===== src/bsfs_defs.svh =====
/*
  timing counts and codes shared by the startup and fault sequencer.
  assumes a 200 MHz internal clock (5 ns period).
*/
`ifndef BSFS_DEFS_SVH
`define BSFS_DEFS_SVH

`define BSFS_CLK_KHZ 200000
`define BSFS_CAL_TOTAL_US 1900
`define BSFS_SENSE_US 1100
`define BSFS_COMP_LOW_US 800
`define BSFS_SENSE_CYC ((`BSFS_SENSE_US * `BSFS_CLK_KHZ) / 1000)
`define BSFS_COMP_LOW_CYC ((`BSFS_COMP_LOW_US * `BSFS_CLK_KHZ) / 1000)
`define BSFS_LIMIT_SAMPLES 2
`define BSFS_FAULT_TRIP 3
`define BSFS_IDLE_RUN 4
`define BSFS_IDLE_START 5
`define BSFS_FREQ_500K 2'h0
`define BSFS_FREQ_300K 2'h1
`define BSFS_FREQ_1M 2'h2

`endif


===== src/bsfs_pkg.sv =====
/*
  types of the startup and fault sequencer.
  assumes bsfs_defs.svh is compiled with it.
*/
`default_nettype none
package bsfs_pkg;
  typedef enum logic [3:0] {
    ST_OFF = 4'h0,
    ST_CAL_SENSE = 4'h1,
    ST_CAL_PRECOND = 4'h2,
    ST_DISCHARGE = 4'h3,
    ST_RAMP_OFFSET = 4'h4,
    ST_RAMP = 4'h5,
    ST_RUN = 4'h6,
    ST_HICCUP = 4'h7,
    ST_THERMAL = 4'h8
  } bsfs_state_e;
endpackage
`default_nettype wire


===== src/bsfs_fault_counter.sv =====
/*
  overcurrent up/down counter, one step per switching cycle.
  assumes cycle_end is a one-cycle pulse at each switching period end.
*/
`include "bsfs_defs.svh"
`default_nettype none
module bsfs_fault_counter #(
  parameter int WIDTH = 3
) (
  // clock and reset
  input wire logic ref_clk,
  input wire logic resetn,
  // control
  input wire logic clear,
  input wire logic cycle_end,
  input wire logic oc_seen,
  // result
  output logic trip
);
  logic [WIDTH-1:0] count_reg;

  // the trip count of three needs at least two bits
  if (WIDTH < 2)
  begin : g_width_check
    $error("fault counter too narrow");
  end

  always_ff @(posedge ref_clk or negedge resetn)
  begin
    if (!resetn)
      count_reg <= '0;
    else if (clear)
      count_reg <= '0;
    else if (cycle_end && oc_seen && !trip)
      count_reg <= count_reg + 1'b1;
    else if (cycle_end && !oc_seen && count_reg != '0)
      count_reg <= count_reg - 1'b1;
  end

  assign trip = (count_reg >= WIDTH'(`BSFS_FAULT_TRIP));

  a_count_up: assert property (@(posedge ref_clk) disable iff (!resetn)
    (cycle_end && oc_seen && !clear && !trip) |=> count_reg == $past(count_reg) + 1'b1)
    else $error("counter did not step up");
  a_count_down: assert property (@(posedge ref_clk) disable iff (!resetn)
    (cycle_end && !oc_seen && !clear && count_reg != '0) |=> count_reg == $past(count_reg) - 1'b1)
    else $error("counter did not step down");
endmodule
`default_nettype wire


===== src/bsfs_sequencer.sv =====
/*
  startup calibration, soft-start phase sequence and overcurrent hiccup
  control of a synchronous buck converter.
  assumes all analog comparator results arrive synchronous to ref_clk.
*/
`include "bsfs_defs.svh"
`default_nettype none
module bsfs_sequencer
  import bsfs_pkg::*;
#(
  parameter int SENSE_CYC = `BSFS_SENSE_CYC,
  parameter int COMP_LOW_CYC = `BSFS_COMP_LOW_CYC,
  parameter int LIMIT_W = 8,
  parameter int CNT_W = 3
) (
  // clock and reset
  input wire logic ref_clk,
  input wire logic resetn,
  // enable/soft-start comparators
  input wire logic en_start_cmp,
  input wire logic en_shutdown_cmp,
  input wire logic ss_low_level_cmp,
  input wire logic ss_offset_cmp,
  input wire logic ss_above_ref_cmp,
  input wire logic ss_timeout,
  // supply and temperature
  input wire logic supply_lockout_ok,
  input wire logic thermal_hot,
  input wire logic thermal_cool,
  // calibration sensing
  input wire logic comp_no_res,
  input wire logic comp_large_res,
  input wire logic comp_small_res,
  input wire logic [LIMIT_W-1:0] limit_set_pin,
  input wire logic limit_open_cmp,
  // switching cycle and current sensing
  input wire logic cycle_end,
  input wire logic low_side_on,
  input wire logic [LIMIT_W:0] low_side_drop,
  input wire logic high_side_over,
  // feedback window
  input wire logic feedback_node_out_of_window,
  // controls toward analog
  output logic internal_bias_regulator,
  output logic ss_clamp,
  output logic ss_discharge,
  output logic ss_charge,
  output logic comp_pull_low,
  output logic [1:0] freq_sel,
  output logic ref_from_ramp,
  output logic switching_enable,
  output logic pulse_terminate,
  output logic [LIMIT_W:0] trip_level,
  output logic overcurrent_protection,
  output logic output_ok_flag,
  output logic fault_active
);
  bsfs_state_e state_reg;
  bsfs_state_e state_next;
  logic [31:0] timer_reg;
  logic [1:0] sample_cnt_reg;
  logic [LIMIT_W:0] trip_level_reg;
  logic ocp_en_reg;
  logic [2:0] idle_cnt_reg;
  logic startup_fault_reg;
  logic [LIMIT_W:0] valley_reg;
  logic oc_seen;
  logic trip;
  logic short_seen_reg;
  logic power_ok;

  if (SENSE_CYC < 1 || COMP_LOW_CYC < 1 || LIMIT_W < 2 || CNT_W < 2)
  begin : g_param_check
    $error("sequencer parameters out of range");
  end

  // shutdown level or lockout cancels everything, which also restarts calibration
  assign power_ok = en_start_cmp && !en_shutdown_cmp && supply_lockout_ok;

  function automatic logic [1:0] freq_decode(input logic none_r, input logic large_r, input logic small_r);
    // open pin and unknown impedance both fall back to the default rate
    if (large_r && !none_r)
      freq_decode = `BSFS_FREQ_300K;
    else if (small_r && !none_r)
      freq_decode = `BSFS_FREQ_1M;
    else
      freq_decode = `BSFS_FREQ_500K;
  endfunction

  always_comb
  begin
    state_next = state_reg;
    case (state_reg)
      ST_OFF:
        if (power_ok && !thermal_hot)
          state_next = ST_CAL_SENSE;
      ST_CAL_SENSE:
        if (timer_reg >= 32'(SENSE_CYC - 1))
          state_next = ST_CAL_PRECOND;
      ST_CAL_PRECOND:
        if (timer_reg >= 32'(COMP_LOW_CYC - 1))
          state_next = ST_DISCHARGE;
      ST_DISCHARGE:
        if (ss_low_level_cmp)
          state_next = ST_RAMP_OFFSET;
      ST_RAMP_OFFSET:
        if (ss_offset_cmp)
          state_next = ST_RAMP;
      ST_RAMP:
        if (trip)
          state_next = ST_HICCUP;
        else if (ss_above_ref_cmp)
          state_next = ST_RUN;
      ST_RUN:
        if (trip)
          state_next = ST_HICCUP;
      ST_HICCUP:
        if (ss_timeout && idle_cnt_reg == 3'(startup_fault_reg ? `BSFS_IDLE_START - 1 : `BSFS_IDLE_RUN - 1))
          state_next = ST_DISCHARGE;
      ST_THERMAL:
        if (thermal_cool)
          state_next = ST_DISCHARGE;
      default:
        state_next = ST_OFF;
    endcase
    if (!power_ok)
      state_next = ST_OFF;
    else if (thermal_hot && state_reg != ST_OFF && state_reg != ST_CAL_SENSE && state_reg != ST_CAL_PRECOND)
      state_next = ST_THERMAL;
  end

  always_ff @(posedge ref_clk or negedge resetn)
  begin
    if (!resetn)
      state_reg <= ST_OFF;
    else
      state_reg <= state_next;
  end

  always_ff @(posedge ref_clk or negedge resetn)
  begin
    if (!resetn)
      timer_reg <= '0;
    else if (state_next != state_reg)
      timer_reg <= '0;
    else
      timer_reg <= timer_reg + 32'h1;
  end

  // limit sampled twice during sensing; the open level wins over any later sample
  always_ff @(posedge ref_clk or negedge resetn)
  begin
    if (!resetn)
    begin
      sample_cnt_reg <= '0;
      trip_level_reg <= '0;
      ocp_en_reg <= 1'b0;
    end
    else if (state_reg == ST_OFF)
    begin
      sample_cnt_reg <= '0;
      ocp_en_reg <= 1'b1;
    end
    else if (state_reg == ST_CAL_SENSE && sample_cnt_reg < 2'(`BSFS_LIMIT_SAMPLES)
             && timer_reg == 32'(((32'(sample_cnt_reg) + 1) * SENSE_CYC) / 3))
    begin
      sample_cnt_reg <= sample_cnt_reg + 2'h1;
      trip_level_reg <= {limit_set_pin, 1'b0};
      if (limit_open_cmp)
        ocp_en_reg <= 1'b0;
    end
  end

  always_ff @(posedge ref_clk or negedge resetn)
  begin
    if (!resetn)
      freq_sel <= `BSFS_FREQ_500K;
    else if (state_reg == ST_CAL_SENSE)
      freq_sel <= freq_decode(comp_no_res, comp_large_res, comp_small_res);
  end

  // valley held from the low-side on interval, compared at the cycle end
  always_ff @(posedge ref_clk or negedge resetn)
  begin
    if (!resetn)
      valley_reg <= '0;
    else if (low_side_on)
      valley_reg <= low_side_drop;
  end

  assign oc_seen = ocp_en_reg && (high_side_over || valley_reg > trip_level_reg);

  bsfs_fault_counter #(
    .WIDTH(CNT_W)
  ) u_fault_counter (
    .ref_clk(ref_clk),
    .resetn(resetn),
    .clear(state_reg != ST_RAMP && state_reg != ST_RUN),
    .cycle_end(cycle_end),
    .oc_seen(oc_seen),
    .trip(trip)
  );

  // dummy timeouts are counted here; the real restart is the discharge that follows them
  always_ff @(posedge ref_clk or negedge resetn)
  begin
    if (!resetn)
    begin
      idle_cnt_reg <= '0;
      startup_fault_reg <= 1'b0;
    end
    else if (state_reg != ST_HICCUP && state_next == ST_HICCUP)
    begin
      idle_cnt_reg <= '0;
      startup_fault_reg <= (state_reg == ST_RAMP);
    end
    else if (state_reg == ST_HICCUP && ss_timeout)
      idle_cnt_reg <= idle_cnt_reg + 3'h1;
  end

  // short flag keeps output ok low for a cycle after a trip, even if the count falls again
  always_ff @(posedge ref_clk or negedge resetn)
  begin
    if (!resetn)
      short_seen_reg <= 1'b0;
    else
      short_seen_reg <= trip || state_next == ST_HICCUP;
  end

  // the state outputs follow state_next so they change at the same edge as state_reg
  always_ff @(posedge ref_clk or negedge resetn)
  begin
    if (!resetn)
    begin
      internal_bias_regulator <= 1'b0;
      ss_clamp <= 1'b0;
      ss_discharge <= 1'b0;
      ss_charge <= 1'b0;
      comp_pull_low <= 1'b0;
      ref_from_ramp <= 1'b0;
      switching_enable <= 1'b0;
      pulse_terminate <= 1'b0;
      trip_level <= '0;
      overcurrent_protection <= 1'b0;
      output_ok_flag <= 1'b0;
      fault_active <= 1'b0;
    end
    else
    begin
      internal_bias_regulator <= state_next != ST_OFF;
      ss_clamp <= state_next == ST_CAL_SENSE || state_next == ST_CAL_PRECOND;
      ss_discharge <= state_next == ST_DISCHARGE || state_next == ST_HICCUP;
      ss_charge <= state_next == ST_RAMP_OFFSET || state_next == ST_RAMP || state_next == ST_RUN;
      comp_pull_low <= state_next == ST_CAL_PRECOND;
      ref_from_ramp <= state_next == ST_RAMP_OFFSET || state_next == ST_RAMP;
      switching_enable <= state_next == ST_RAMP || state_next == ST_RUN;
      pulse_terminate <= ocp_en_reg && high_side_over;
      trip_level <= trip_level_reg;
      overcurrent_protection <= ocp_en_reg;
      output_ok_flag <= state_next == ST_RUN && !feedback_node_out_of_window && !short_seen_reg;
      fault_active <= state_next == ST_HICCUP;
    end
  end

  // every check below runs on ref_clk and is quiet while resetn is low
  a_cal_sense_len: assert property (@(posedge ref_clk) disable iff (!resetn)
    $rose(state_reg == ST_CAL_SENSE) |-> (state_reg == ST_CAL_SENSE || !power_ok)[*8])
    else $error("sensing ended too soon");
  a_comp_low: assert property (@(posedge ref_clk) disable iff (!resetn)
    (state_reg == ST_CAL_PRECOND && power_ok && !thermal_hot) |=> comp_pull_low || state_reg != ST_CAL_PRECOND)
    else $error("comp pin not pulled low");
  a_no_early_switch: assert property (@(posedge ref_clk) disable iff (!resetn)
    (state_reg == ST_RAMP_OFFSET) |=> !switching_enable || state_reg == ST_RAMP)
    else $error("switching before offset crossed");
  a_open_disables: assert property (@(posedge ref_clk) disable iff (!resetn)
    !ocp_en_reg |-> !trip && !fault_active)
    else $error("fault raised with protection off");
  a_hiccup_entry: assert property (@(posedge ref_clk) disable iff (!resetn)
    (trip && (state_reg == ST_RUN || state_reg == ST_RAMP) && power_ok && !thermal_hot)
      |=> state_reg == ST_HICCUP ##1 fault_active)
    else $error("fault did not enter hiccup");
  a_hiccup_count: assert property (@(posedge ref_clk) disable iff (!resetn)
    (state_reg == ST_HICCUP && state_next == ST_DISCHARGE)
      |-> idle_cnt_reg == (startup_fault_reg ? 3'h4 : 3'h3))
    else $error("wrong number of idle timeouts");
  a_ok_low_ramp: assert property (@(posedge ref_clk) disable iff (!resetn)
    (state_reg != ST_RUN) |-> !output_ok_flag)
    else $error("output ok outside regulation");
  a_thermal_off: assert property (@(posedge ref_clk) disable iff (!resetn)
    (state_reg == ST_THERMAL && !thermal_cool) |=> !switching_enable)
    else $error("fets not held off when hot");
  a_pulse_limit: assert property (@(posedge ref_clk) disable iff (!resetn)
    (ocp_en_reg && high_side_over) |=> pulse_terminate)
    else $error("high-side pulse not ended");
  a_bias_off: assert property (@(posedge ref_clk) disable iff (!resetn)
    !power_ok |=> !internal_bias_regulator)
    else $error("bias on without enable and supply");
  a_trip_held: assert property (@(posedge ref_clk) disable iff (!resetn)
    (state_reg != ST_CAL_SENSE) |=> $stable(trip_level_reg))
    else $error("trip level changed after calibration");
  a_clamp_cal: assert property (@(posedge ref_clk) disable iff (!resetn)
    (state_reg == ST_CAL_SENSE || state_reg == ST_CAL_PRECOND) |-> ss_clamp && !ss_charge)
    else $error("soft-start node not clamped in calibration");
  a_switch_states: assert property (@(posedge ref_clk) disable iff (!resetn)
    switching_enable |-> (state_reg == ST_RAMP || state_reg == ST_RUN))
    else $error("switching outside ramp or run");
  a_ref_handover: assert property (@(posedge ref_clk) disable iff (!resetn)
    (state_reg == ST_RUN) |-> !ref_from_ramp)
    else $error("ramp still steering after hand-over");
  a_freq_legal: assert property (@(posedge ref_clk) disable iff (!resetn)
    freq_sel != 2'h3)
    else $error("unused frequency code");

  c_reach_run: cover property (@(posedge ref_clk) disable iff (!resetn) state_reg == ST_RUN);
  c_hiccup_run: cover property (@(posedge ref_clk) disable iff (!resetn)
    state_reg == ST_RUN ##1 state_reg == ST_HICCUP);
  c_restart: cover property (@(posedge ref_clk) disable iff (!resetn)
    state_reg == ST_HICCUP ##1 state_reg == ST_DISCHARGE);
  c_thermal: cover property (@(posedge ref_clk) disable iff (!resetn) state_reg == ST_THERMAL);
  c_start_fault: cover property (@(posedge ref_clk) disable iff (!resetn)
    state_reg == ST_RAMP ##1 state_reg == ST_HICCUP);
endmodule
`default_nettype wire


===== config.mk =====
export PLATFORM = sky130hd
export DESIGN_NAME = bsfs_sequencer
export DESIGN_NICKNAME = d
export VERILOG_FILES = /design/src/bsfs_pkg.sv /design/src/bsfs_fault_counter.sv /design/src/bsfs_sequencer.sv
export VERILOG_INCLUDE_DIRS = /design/src
export SDC_FILE = /design/constraint.sdc
export NUM_CORES = 1
export LEC_CHECK = 0
export ABC_CLOCK_PERIOD_IN_PS = 12110
export BUFFER_PORTS_ARGS = -buffer_cell sky130_fd_sc_hd__buf_2
export CORE_MARGIN = 10
export CORE_UTILIZATION = 30
export CTS_CLUSTER_DIAMETER = 80
export DETAILED_ROUTE_END_ITERATION = 7
export PLACE_DENSITY = 0.56
export SYNTH_ARGS = -nofsm -noshare
export SYNTH_HDL_FRONTEND = slang
export SYNTH_SLANG_ARGS = --single-unit

===== constraint.sdc =====
create_clock -name ref_clk -period 12.11 [get_ports ref_clk]
set_input_delay 2.422 -clock ref_clk [delete_from_list [all_inputs] [get_ports ref_clk]]
set_output_delay 2.422 -clock ref_clk [all_outputs]
set_load 0.01 [all_outputs]

After elaboration in Yosys (flattened, before gate mapping)

Cells that the tools add are included.

Register bits: 85
Input port bits: 36

Add/subtract/negate cells: 6
$mul: 1
Div/mod/pow operators: 1
Magnitude comparators: 5
Equality and inequality tests: 23
Muxes and demuxes: 27
Bitwise operators: 1
Reductions and logical operators: 46

Operators by type and width:

| cell                                                                | count |
|---|---|
| greater-or-equal comparator 32 x 18 -> 1 bit, second input constant | 2 |
| two-way mux 4 bit                                                   | 12 |
| one-hot mux 4 bit (9 select lines)                                  | 1 |
| adder 32 x 1 -> 32 bit, second input constant                       | 1 |
| divider 32 x 2 -> 32 bit, second input constant                     | 1 |
| == test 32 bit                                                      | 1 |
| == test 4 x 3 -> 1 bit, second input constant                       | 8 |
| two-way mux 32 bit                                                  | 1 |
| logical AND 1 bit                                                   | 22 |
| two-way mux 3 bit                                                   | 6 |
| == test 4 x 2 -> 1 bit, second input constant                       | 4 |
| multiplier 3 x 13 -> 16 bit, second input constant                  | 1 |
| inequality test 4 x 3 -> 1 bit, second input constant               | 3 |
| > comparator 9 bit                                                  | 1 |
| == test 4 x 1 -> 1 bit, second input constant                       | 2 |
| two-way mux 2 bit                                                   | 4 |
| nonzero test 4 bit                                                  | 2 |
| logical NOT 1 bit                                                   | 7 |
| logical OR 1 bit                                                    | 7 |
| adder 3 x 1 -> 3 bit, second input constant                         | 2 |
| nonzero test 2 bit                                                  | 3 |
| nonzero test 3 bit                                                  | 2 |
| == test 4 bit, second input constant                                | 1 |
| logical NOT 4 bit                                                   | 1 |
| 12 further kinds                                                    | 15 |

Longest topological paths before layout

Depth in word-level cells: 11
Depth in mapped cells: 35

Cells and area by module

Synthesis repeated with hierarchy kept, for this count alone.

Cells, all modules: 935
Area, all modules: 7627.3 sq um

Modules (own cells, without submodules):

| module             | instances | cells an instance | area an instance (sq um) | sequential area each (sq um) |
|---|---|---|---|---|
| bsfs_sequencer     | 1         | 911               | 7393.3                   | 2052.0 |
| bsfs_fault_counter | 1         | 24                | 234.0                    | 75.1 |

Worst setup path before layout

OpenSTA, ideal clock, no wires.

Kind: reg2reg
From: register sample_cnt_reg[0]
To: register trip_level_reg[2]
Library setup time: 128 ps
Data arrival time: 8324 ps
Required time: 11982 ps
Slack: 3658 ps
Cell stages (with the launch flop): 34
Path buffers: 5
Period minus slack after synthesis: 8452 ps
Cell sequence: dfrtp_1 -> buf_1 -> inv_1 -> ha_1 -> buf_2 -> buf_1 -> xor2_1 -> inv_1 -> ha_1 -> a21o_1 -> a211o_1 -> and3_4 -> o21ai_2 -> a41oi_2 -> or4_4 -> nor4_4 -> a2bb2o_1 -> a21oi_2 -> a211oi_1 -> or4_4 -> xnor2_2 -> or3_1 -> mux2_2 -> nor4_4 -> buf_6 -> o32ai_1 -> a211oi_1 -> xor2_1 -> o32a_1 -> o21ai_1 -> nand3b_1 -> mux2i_1 -> buf_4 -> mux2_1

Longest elaborated chain between the ends: 6

RTL lines:

| item                              | line                  | text |
|---|---|---|
| start, declared                   | bsfs_sequencer.sv:61  | `logic [1:0] sample_cnt_reg;` |
| start signal, assigned            | bsfs_sequencer.sv:167 | `sample_cnt_reg <= sample_cnt_reg + 2'h1;` |
| adder 2 x 1 -> 3 bit              | bsfs_sequencer.sv:165 | `&& timer_reg == 32'(((32'(sample_cnt_reg) + 1) * SENSE_CYC) / 3))` |
| multiplier 3 x 13 -> 16 bit       | bsfs_sequencer.sv:165 |  |
| divider 32 x 2 -> 32 bit          | bsfs_sequencer.sv:165 |  |
| == test 32 bit                    | bsfs_sequencer.sv:165 |  |
| logical AND 1 bit (*)             | bsfs_sequencer.sv:164 | `` else if (state_reg == ST_CAL_SENSE && sample_cnt_reg < 2'(`BSFS_LIMIT_SAMPLES) `` |
| AND reduction 2 bit (no line) (*) | --                    |  |
| end signal, assigned              | bsfs_sequencer.sv:168 | `trip_level_reg <= {limit_set_pin, 1'b0};` |
| end, declared                     | bsfs_sequencer.sv:62  | `logic [LIMIT_W:0] trip_level_reg;` |

Every way passes the cells marked *; elsewhere a longest branch is shown, timed or not.
A chain may end at the register's enable or synchronous reset.

Worst setup path in the final report

From: register sample_cnt_reg[0]
To: register trip_level_reg[4]

Same word-level chain as after synthesis.

==> impl_metrics.py <==
metrics = {
    "sta": {
        "max_clock_freq_ghz": 0.103,
        "tns_ps": 0,
        "period_share_pct": 80.4,
        "fin_skew_ps": 6.18,
        "final.min_clock_period_ps": 9730,
        "rsz0062_at_grt": "no",
        "relSlewSlack_pct": 29.9,
        "worst_slew_pin_slew_ps": 1050,
        "maxSlewViolCount": 0,
        "hold-worst-slack_ps": 398,
        "hold_viol_final": 0,
        "setup_viol": 0,
    },
    "floorplan": {
        "die_area_mm2": 0.0312,
        "row_count": 57,
        "die_width_um": 177,
        "die_y_um": 177,
        "io_pins": 58,
        "core_area_mm2": 0.0242,
        "start_util_pct": 30.4,
    },
    "worst_setup_path": {
        "ff2ff_path_depth": 29,
        "ff2ff_setup_slack_ps": 2380,
        "path_max_fanout": 23,
        "required_ps": 12330,
        "critPathKind": "reg -> reg",
        "reg2reg_from": "sample_cnt_reg[0]$_DFFE_PN0P_",
        "cp-start-kind": "flip-flop",
        "crit_arrival_ps": 9950,
        "startpoint": "sample_cnt_reg[0]$_DFFE_PN0P_",
        "critPathMaxStageDelay_ps": 840,
        "worstReg2RegEnd": "trip_level_reg[4]$_DFFE_PN0P_",
        "cp-end-kind": "flip-flop",
        "slowest_stage": "ha_1",
    },
    "finish": {
        "area_growth_pct": 11.5,
        "multi_input_area_mm2": 0.00495,
        "finish.net_count": 991,
        "antenna-diode-count": 0,
        "drive_above_1_share_pct": 13.3,
        "mostFrequentLayoutCells": "104 x nor2_1, 87 x nand2_1, 85 x dfrtp_1, 55 x buf_2, 44 x o21ai_0",
        "nFillCells": 2598,
        "regArea_mm2": 0.00213,
        "largest_reg_flops": 32,
        "final_common_cell": "nor2_1",
    },
    "global_routing": {
        "grt_pass1_wl_um": 33900,
        "grt_max_degree": 85,
        "antenna_found_initial": 0,
        "grt.total_usage_pct": 13.0,
        "grt_pass1_vias": 6493,
        "gr-total-overflow": 0,
    },
    "pwr": {
        "pwr-share-comb_pct": 10.9,
        "power_frac_clock_pct": 39.6,
        "seq_power_share_pct": 49.4,
        "power.share.switching_pct": 26.1,
        "p_leak_nw": 3.70,
        "p_per_area_mw_per_mm2": 83.4,
        "p_int_mw": 0.506,
        "p_sw_mw": 0.178,
        "ir_worst_vdd_uv": 64.4,
    },
    "routing": {
        "first_iter_violations": 446,
        "drt-vias-per-instance": 5.36,
        "drc": 0,
        "postRouteAntennaNets": 0,
        "wl_per_cell_um": 16.4,
        "first_pass_iters": 5,
        "postRouteWirelength_um": 20500,
        "vias": 6723,
    },
    "yosys": {
        "yosysSeqAreaShare_pct": 28.9,
        "synth.distinct_cells": 90,
        "avgSynthCellArea_um2": 8.25,
        "yosys_warnings": 0,
        "yosys_register_bits": 85,
        "async_flop_share_pct": 100,
        "synth_top_area_share_pct": 28.9,
        "synthFlopType": "dfrtp_1",
        "synth_top_area_cell": "dfrtp_1",
        "synthTopCellsByArea": "dfrtp_1 29%, nor2_1 5.3%, ha_1 4.9%",
        "synth_edf_count": 0,
        "syn_area_mm2": 0.00736,
        "synthCells": 892,
        "synth_fp_nets": 958,
    },
    "cts": {
        "clkLatencyLatePin_ps": 330,
        "cts_tree": "done",
        "ctsLongestPathBuffers": 2,
        "clock_sinks": 85,
        "path_clk_slew_ps": 60,
        "post_cts_resize_count": 0,
        "post_cts_buffers": 0,
        "cts_max_level": 3,
        "cts_buffers": 9,
        "cts_root_buffer": "clkbuf_16",
        "hold_buffers": 0,
    },
    "worst_hold_path": {
        "holdCritPathClass": "reg -> reg",
        "hold_start": "trip_level_reg[7]$_DFFE_PN0P_",
        "hold_end": "trip_level[7]$_DFF_PN0_",
        "holdPathStages": 0,
    },
    "place": {
        "place.gp.congestion": 0.915,
        "hpwl_um": 15900,
        "io_buffers": 56,
    },
    "flow_run": {
        "maxCapViolCount": 0,
    },
    "run_status": {
        "status": "finished clean",
    },
}
kinds of logic after synthesis:
| logic type | synth area share, % |
|---|---|
| mux | 5.12 |
| other cells | 0.0510 |
| compound gates | 20.2 |
| xor+xnor | 9.33 |
| simple gates | 27.4 |
| fa+ha+maj | 5.20 |
| buf+inv | 3.88 |
| flops | 28.9 |
cell type report:
class                      instances  area share [%]
clock inverter                     5           0.732
clock buffer                      11            2.84
multi-input combinational        739            60.3
inverter                          28            1.28
tap                              324            4.94
timing repair buffer              62            4.00
sequential                        85            25.9
cell usage after synthesis, drive strengths merged, types with 12 or more instances:
master,count
a21oi,38
a31oi,12
and3,19
buf,12
clkbuf,28
dfrtp,85
ha,29
inv,27
mux2,21
mux2i,14
nand2,87
nand2b,18
nand3,39
nor2,104
nor3,25
nor4,18
o211ai,12
o21ai,51
or3,12
xnor2,41
xor2,34
power by group through the flow:
stage                     sequential, mW  clock, mW  combinational, mW
final                              0.338      0.271             0.0748
after global routing               0.343      0.289             0.0881
after CTS                          0.338      0.278             0.0764
after detailed placement           0.343          0             0.0757
after global placement             0.343          0             0.0750
after floorplan                    0.333          0             0.0553
per-layer routing:
layer	global-route usage, %	vias to the layer above	part of all wire, %
met5	0	-	0
met4	4.34	0	2.4
met3	2.15	31	4.6
met2	21.3	164	47
met1	17.0	3206	46
li1	-	3322	-
worst max-delay path by stage:
stage	cells after the start	to	slack (ps)
after floorplan	33	trip_level_reg[2]$_DFFE_PN0P_	3660
after global placement	29	trip_level_reg[7]$_DFFE_PN0P_	2680
after detailed placement	29	trip_level_reg[4]$_DFFE_PN0P_	2480
after CTS	29	trip_level_reg[4]$_DFFE_PN0P_	2450
after global routing	29	trip_level_reg[3]$_DFFE_PN0P_	1540
final	29	trip_level_reg[4]$_DFFE_PN0P_	2380
stage by stage:
stage	utilization (%)	area, um^2	std cells	setup WS (ps)	power (mW)
after floorplan	-	7360	892	3660	0.389
after global placement	32.6	7910	1238	2680	0.418
after detailed placement	32.6	7910	1238	2480	0.419
after CTS	33.8	8210	1254	2450	0.693
after global routing	33.8	8210	1254	1540	0.721
final	33.8	8210	1254	2380	0.684
worst max-delay path: cells and delay by family (launching register included):
family                   cells  cell delay (ps)
AO/OA/AOI/OAI               10             2930
AND/OR/NAND/NOR              8             2590
multiplexers                 4             1140
adder cells (fa/ha/maj)      2             1080
flip-flops                   1              670
XOR/XNOR                     2              670
buffers and inverters        3              530
Power figures use the tool's default switching activity.
